==> src/core/hport_pkg.sv <==
// package for the host parallel slave port: register map, field layout, reset values
// assumes a single clock domain and a byte-wide firmware register port
package hport_pkg;
   localparam logic [15:0] host_port_status_off = 16'h101a;
   localparam logic [15:0] host_port_data_buffer_off = 16'h101b;
   // interrupt registers: offsets chosen for this block
   localparam logic [15:0] irq_enable_reg_off = 16'h1001;
   localparam logic [15:0] irq_status_reg_off = 16'h1002;
   localparam int irq_bit = 3;
   localparam int aux_bit = 1;
   localparam logic [2:0] st_cmd_wr = 3'h1;
   localparam logic [2:0] st_dat_wr = 3'h2;
   localparam logic [2:0] st_dat_rd = 3'h4;
   localparam logic [2:0] st_reset = 3'h0;
   localparam logic [7:0] buf_reset = 8'h00;
   localparam logic aux_reset = 1'b0;

   typedef struct packed {
      logic cs_n;
      logic port_select;
      logic rd_n;
      logic wr_n;
      logic [7:0] data;
   } host_pins_s;

   typedef struct packed {
      logic [15:0] addr;
      logic [7:0] wdata;
      logic wr;
      logic rd;
   } reg_req_s;

   typedef enum logic [2:0] {
      hs_idle = 3'b001,
      hs_rd = 3'b010,
      hs_wr = 3'b100
   } host_state_e;
endpackage

==> src/core/byte_reg.sv <==
// single byte holding register with load enable, read data registered
// assumes synchronous active high reset
module byte_reg (
   // clock and reset
   input wire logic clk,
   input wire logic rst,
   // load side
   input wire logic load,
   input wire logic [7:0] din,
   // held value
   output logic [7:0] dout
);
   always_ff @(posedge clk) begin
      if (rst) begin
         dout <= 8'h00;
      end else if (load) begin
         dout <= din;
      end
   end
endmodule

==> src/core/host_parallel_slave_port.sv <==
// host parallel slave port: host strobes on pins, firmware registers on a byte port
// assumes host pins are asynchronous; firmware port runs on clk
module host_parallel_slave_port
   import hport_pkg::*;
(
   // clock and reset
   input wire logic clk,
   input wire logic rst,
   // host pins
   input wire logic cs_n,
   input wire logic port_select,
   input wire logic rd_n,
   input wire logic wr_n,
   input wire logic [7:0] host_data_in,
   output logic [7:0] host_data_out,
   output logic host_data_oe,
   output logic aux_pin,
   // firmware register port
   input wire logic [15:0] reg_addr,
   input wire logic [7:0] reg_wdata,
   input wire logic reg_wr,
   input wire logic reg_rd,
   output logic [7:0] reg_rdata,
   // interrupt
   output logic irq
);
   typedef struct packed {
      host_state_e hst;
      logic [2:0] xfer_st;
      logic aux;
      logic irq_en;
      logic irq_st;
      logic [7:0] rdata;
      logic [7:0] hout;
      logic hoe;
      logic irq_o;
   } state_s;

   state_s q, d;
   host_pins_s pins_raw, pins;
   reg_req_s req;
   logic [7:0] rx_buf, tx_buf;
   logic rx_load, tx_load;
   logic [7:0] rx_din;
   logic rd_start, wr_start;
   logic host_evt;

   function automatic logic busy_of(input logic [2:0] st);
      busy_of = |st;
   endfunction

   assign pins_raw = '{cs_n: cs_n, port_select: port_select, rd_n: rd_n, wr_n: wr_n,
                       data: host_data_in};
   assign req = '{addr: reg_addr, wdata: reg_wdata, wr: reg_wr, rd: reg_rd};

   pin_sync u_sync (
      .clk(clk),
      .rst(rst),
      .pins_in(pins_raw),
      .pins_out(pins)
   );

   // rx buffer loads on the host write edge, tx buffer on firmware write
   byte_reg u_rx (
      .clk(clk),
      .rst(rst),
      .load(rx_load),
      .din(rx_din),
      .dout(rx_buf)
   );
   byte_reg u_tx (
      .clk(clk),
      .rst(rst),
      .load(tx_load),
      .din(req.wdata),
      .dout(tx_buf)
   );

   // decode of the three control pins cs_n, rd_n and wr_n
   assign rd_start = !pins.cs_n && !pins.rd_n && pins.wr_n;
   assign wr_start = !pins.cs_n && !pins.wr_n && pins.rd_n;
   assign rx_din = pins.data;
   assign rx_load = (q.hst == hs_idle) && wr_start;
   assign tx_load = req.wr && (req.addr == host_port_data_buffer_off);

   always_comb begin
      d = q;
      d.rdata = 8'h00;
      host_evt = 1'b0;
      // host side sequencing: act once per strobe
      case (q.hst)
         hs_idle: begin
            if (wr_start) begin
               d.hst = hs_wr;
               d.xfer_st = pins.port_select ? st_cmd_wr : st_dat_wr;
               host_evt = 1'b1;
            end else if (rd_start) begin
               d.hst = hs_rd;
               d.hoe = 1'b1;
               if (pins.port_select) begin
                  d.hout = {7'h00, busy_of(q.xfer_st)};
               end else begin
                  d.hout = tx_buf;
               end
            end
         end
         hs_rd: begin
            if (pins.cs_n || pins.rd_n) begin
               d.hst = hs_idle;
               d.hoe = 1'b0;
               if (!pins.port_select) begin
                  d.xfer_st = st_dat_rd;
                  host_evt = 1'b1;
               end
            end
         end
         hs_wr: begin
            if (pins.cs_n || pins.wr_n) begin
               d.hst = hs_idle;
            end
         end
         default: d.hst = hs_idle;
      endcase
      // any change of transfer status to a value other than st_reset sets the sticky interrupt bit
      if (d.xfer_st != q.xfer_st && d.xfer_st != st_reset) begin
         d.irq_st = 1'b1;
      end
      // firmware writes
      if (req.wr) begin
         if (req.addr == host_port_status_off) begin
            d.aux = req.wdata[aux_bit];
         end else if (req.addr == irq_enable_reg_off) begin
            d.irq_en = req.wdata[irq_bit];
         end else if (req.addr == irq_status_reg_off) begin
            if (!req.wdata[irq_bit]) begin
               // a fresh host event in this cycle still wins
               if (!host_evt) begin
                  d.xfer_st = st_reset;
                  d.irq_st = 1'b0;
               end
            end
         end
      end
      // firmware reads, data one cycle later
      if (req.rd) begin
         if (req.addr == host_port_status_off) begin
            d.rdata = {5'h00, q.xfer_st};
         end else if (req.addr == host_port_data_buffer_off) begin
            d.rdata = rx_buf;
         end else if (req.addr == irq_enable_reg_off) begin
            d.rdata = {4'h0, q.irq_en, 3'h0};
         end else if (req.addr == irq_status_reg_off) begin
            d.rdata = {4'h0, q.irq_st, 3'h0};
         end else begin
            d.rdata = 8'h00;
         end
      end
      d.irq_o = d.irq_st && d.irq_en;
   end

   always_ff @(posedge clk) begin
      if (rst) begin
         q.hst <= hs_idle;
         q.xfer_st <= st_reset;
         q.aux <= aux_reset;
         q.irq_en <= 1'b0;
         q.irq_st <= 1'b0;
         q.rdata <= buf_reset;
         q.hout <= buf_reset;
         q.hoe <= 1'b0;
         q.irq_o <= 1'b0;
      end else begin
         q <= d;
      end
   end

   assign host_data_out = q.hout;
   assign host_data_oe = q.hoe;
   assign aux_pin = q.aux;
   assign reg_rdata = q.rdata;
   assign irq = q.irq_o;
endmodule

==> src/core/pin_sync.sv <==
// two-flop synchroniser for the host strobes and bus
// assumes inputs are asynchronous to clk
module pin_sync
   import hport_pkg::*;
(
   // clock and reset
   input wire logic clk,
   input wire logic rst,
   // raw and synchronised pins
   input wire host_pins_s pins_in,
   output host_pins_s pins_out
);
   typedef struct packed {
      host_pins_s s1;
      host_pins_s s2;
   } sync_s;
   sync_s q, d;
   localparam host_pins_s idle_pins = '{cs_n: 1'b1, port_select: 1'b0, rd_n: 1'b1,
                                       wr_n: 1'b1, data: 8'h00};
   always_comb begin
      d.s1 = pins_in;
      d.s2 = q.s1;
   end
   always_ff @(posedge clk) begin
      if (rst) begin
         q.s1 <= idle_pins;
         q.s2 <= idle_pins;
      end else begin
         q <= d;
      end
   end
   assign pins_out = q.s2;
endmodule

==> config.mk <==
export PLATFORM = sky130hd
export DESIGN_NAME = host_parallel_slave_port
export DESIGN_NICKNAME = d
export VERILOG_FILES = /design/src/core/hport_pkg.sv /design/src/core/byte_reg.sv /design/src/core/host_parallel_slave_port.sv /design/src/core/pin_sync.sv
export SDC_FILE = /design/constraint.sdc
export NUM_CORES = 1
export LEC_CHECK = 0
export BUFFER_PORTS_ARGS = -buffer_cell sky130_fd_sc_hd__buf_2
export CAP_MARGIN = 5
export CORE_MARGIN = 4
export CORE_UTILIZATION = 39
export CTS_BUF_LIST = sky130_fd_sc_hd__clkbuf_4 sky130_fd_sc_hd__clkbuf_8 sky130_fd_sc_hd__clkbuf_16
export DETAILED_ROUTE_END_ITERATION = 7
export GPL_TIMING_DRIVEN = 0
export PLACE_DENSITY = 0.68
export SLEW_MARGIN = 0
export SYNTH_ARGS = -nofsm -noshare
export SYNTH_HDL_FRONTEND = slang
export SYNTH_HIERARCHICAL = 1
export SYNTH_SLANG_ARGS = --single-unit
==> constraint.sdc <==
create_clock -name clk -period 3.6 [get_ports clk]
set_input_delay 0.36 -clock clk [delete_from_list [all_inputs] [get_ports clk]]
set_output_delay 0.36 -clock clk [all_outputs]
set_load 0.005 [all_outputs]
==> results.txt <==
status -> finished, final reports clean
hold bufs inserted after CTS -> 0
H-Tree Depth -> 3
Num Clock Sinks -> 67
CP Capture Type -> flip-flop
Worst EP required -> 3.86 ns
Mean Syn Cell Area -> 9.804 um2
Inserted Diodes -> 0
GR Overflow Total -> 0
Area growth syn-to-layout -> 22.48%
unrepaired setup endpoints after global routing -> no
final hold vios -> 0
relative slew slack -> 0.5760
Startpoint Class -> flip-flop
core area -> 6459 um2
Via density -> 4.677
1st-pass router iterations -> 4
Max Transition Viols Final -> 0
commonest non-fill, non-tap cells in the layout -> dfxtp_1, buf_2, nor2_1
Seq/Total Area, Yosys -> 0.5105
commonest non-fill, non-tap cell in the layout -> dfxtp_1
final core utilization -> 0.4983
final-stage net count -> 376
Hold WC Path Type -> input pin to flip-flop
fill count -> 616
Post-synth EDFFs -> 0
Max Buffers Root-to-Sink -> 2
period utilization -> 0.5166
die area -> 8114 um2
clock root buffer -> clkbuf_8
Most used DFF post-synth -> dfxtp_1
Critical Path Fanout Max -> 10
mapped cell area -> 2628 um2
Antenna Violating Nets Remaining -> 0
clk_lat worst skew -> 0.33 ns
crit path DAT -> 2.12 ns
largest net degree at the start of global routing -> 15
IO Count -> 59
#FFs+latches synth -> 67
clock skew -> 0.008061 ns
P per Cell Area -> 454.8 nW/um2
via count -> 1955
Leakage -> 1.314 nW
critical path class -> flip-flop to flip-flop
Synth Net Count -> 308
post-CTS resize count -> 0
Tmin final -> 1.860 ns
GRT Util Overall -> 0.1270
initial antenna violation count -> 0
die width -> 90.08 um
post-CTS setup buffer count -> 0
Routed WL -> 4.907 mm
vias in the first global route -> 1866
worst slew pin tran -> 0.6271 ns
FFs w/ async S/R, synth -> 0
detailed placement HPWL -> 3.584 mm
std cell rows -> 29
Initial Util -> 0.4068
Max VDD drop -> 0.2672 mV
initial DRC count -> 71
Final Setup Violations -> 0
first-pass GRT wire length -> 8.369 mm
Mapped Cells -> 268
routability cong. -> 0.7421
drt drc -> 0
routed len/inst -> 11.74 um
layout cells sized above 1 -> 0.3109
Synth Warn # -> 6
CTS tree -> built
CTS Buf Count -> 9
Die H -> 90.08 um
Peak Freq -> 537.7 MHz
Synth cell types -> 44
IO Port Bufs -> 57
MaxCap Viol Count -> 0
Worst-path clk slew -> 0.07 ns
setup_tns -> 0 ns
## layer usage
layer | GRT usage | routed length (um) | share of wire
met1 | 0.1570 | 2384 | 0.49
met2 | 0.1910 | 2163 | 0.44
met3 | 0.05927 | 316 | 0.064
met4 | 0.05102 | 42 | 0.0086
met5 | 0 | 0 | 0
## area by class of cell
| type | instances | area [um2] | area share |
|---|---|---|---|
| flip-flops and latches | 67 | 1341 | 0.4168 |
| multi-input cells | 167 | 1072 | 0.3332 |
| repair buffers | 57 | 285.3 | 0.08865 |
| plain buffers | 28 | 190.2 | 0.05910 |
| clock buffers | 10 | 137.6 | 0.04277 |
| well taps | 77 | 96.34 | 0.02994 |
| clock inverters | 6 | 71.32 | 0.02216 |
| inverters | 6 | 23.77 | 0.007387 |
## sequential cells by signal (all words and copies together) (netlist names)
| signal | flops |
|---|---|
| u_sync/d | 12 |
| u_sync/pins_out | 12 |
| host_data_out | 8 |
| q | 8 |
| reg_rdata | 8 |
| u_rx/dout | 8 |
| u_tx/dout | 8 |
| aux_pin | 1 |
| host_data_oe | 1 |
| irq | 1 |
## worst max-delay path, stage by stage (launching register included)
cell      delay, ns
dfxtp_1        0.49
nor3b_2        0.30
nand3_1        0.29
clkbuf_1       0.32
a211oi_1       0.24
a21oi_1        0.06
nor2_1         0.10
## path summary, 6_finish.rpt
kind,start,end,slack [ns],cells after the start
setup / recovery,q[24],host_data_out[0],1.74,6
setup reg to reg,q[24],host_data_out[0],1.74,6
hold / removal,wr_n,u_sync/d[8],0.19,2
hold reg to reg,u_sync/d[11],u_sync/pins_out[11],0.41,1
## synth_stat cells (2+ instances only)
master / count / share of area
a21oi_1: 13 / 0.025
a31oi_1: 3 / 0.0071
and2_1: 4 / 0.0095
and2b_1: 2 / 0.0057
buf_1: 2 / 0.0029
buf_2: 2 / 0.0038
buf_4: 16 / 0.046
buf_6: 3 / 0.013
clkbuf_1: 5 / 0.0071
dfxtp_1: 67 / 0.51
inv_1: 4 / 0.0057
mux2i_1: 22 / 0.084
nand2_1: 3 / 0.0043
nand2b_1: 5 / 0.012
nand3_1: 3 / 0.0057
nand4_1: 4 / 0.0095
nor2_1: 43 / 0.061
nor2b_1: 17 / 0.040
nor3_1: 6 / 0.011
nor3_2: 2 / 0.0076
nor3b_1: 7 / 0.020
nor4_1: 2 / 0.0048
nor4_2: 2 / 0.0095
o21ai_0: 3 / 0.0057
o22ai_1: 2 / 0.0048
or2_1: 8 / 0.019
## metrics by stage
step / setup WS [ns] / instances / cell area, um2 / total power [mW] / hold WS [ns]
6_report: 1.740 / 418 / 3218 / 1.464 / 0.1943
5_1_grt: 1.533 / 418 / 3218 / 1.528 / 0.1823
4_1_cts: 1.733 / 418 / 3218 / 1.483 / 0.1726
3_5_place_dp: 1.736 / 402 / 3009 / 0.8465 / 0.3923
3_3_place_gp: 1.752 / 402 / 3009 / 0.8447 / 0.3852
2_1_floorplan: 1.973 / 268 / 2628 / 0.8120 / 0.3832
## report_power, final
| group | internal, mW | total (mW) | switching [mW] |
|---|---|---|---|
| registers | 0.755 | 0.760 | 0.00569 |
| clock network | 0.344 | 0.635 | 0.291 |
| logic | 0.0335 | 0.0682 | 0.0348 |
| total | 1.13 | 1.46 | 0.331 |
## cell families after synthesis
| logic type | share of synthesized area |
|---|---|
| AOI/OAI and AO/OA | 0.07429 |
| and+or+nand+nor | 0.2467 |
| buffers and inverters | 0.08143 |
| DFF | 0.5105 |
| xor gates and xnor gates | 0.003334 |
| muxes | 0.08381 |
Power figures use the tool's default switching activity.
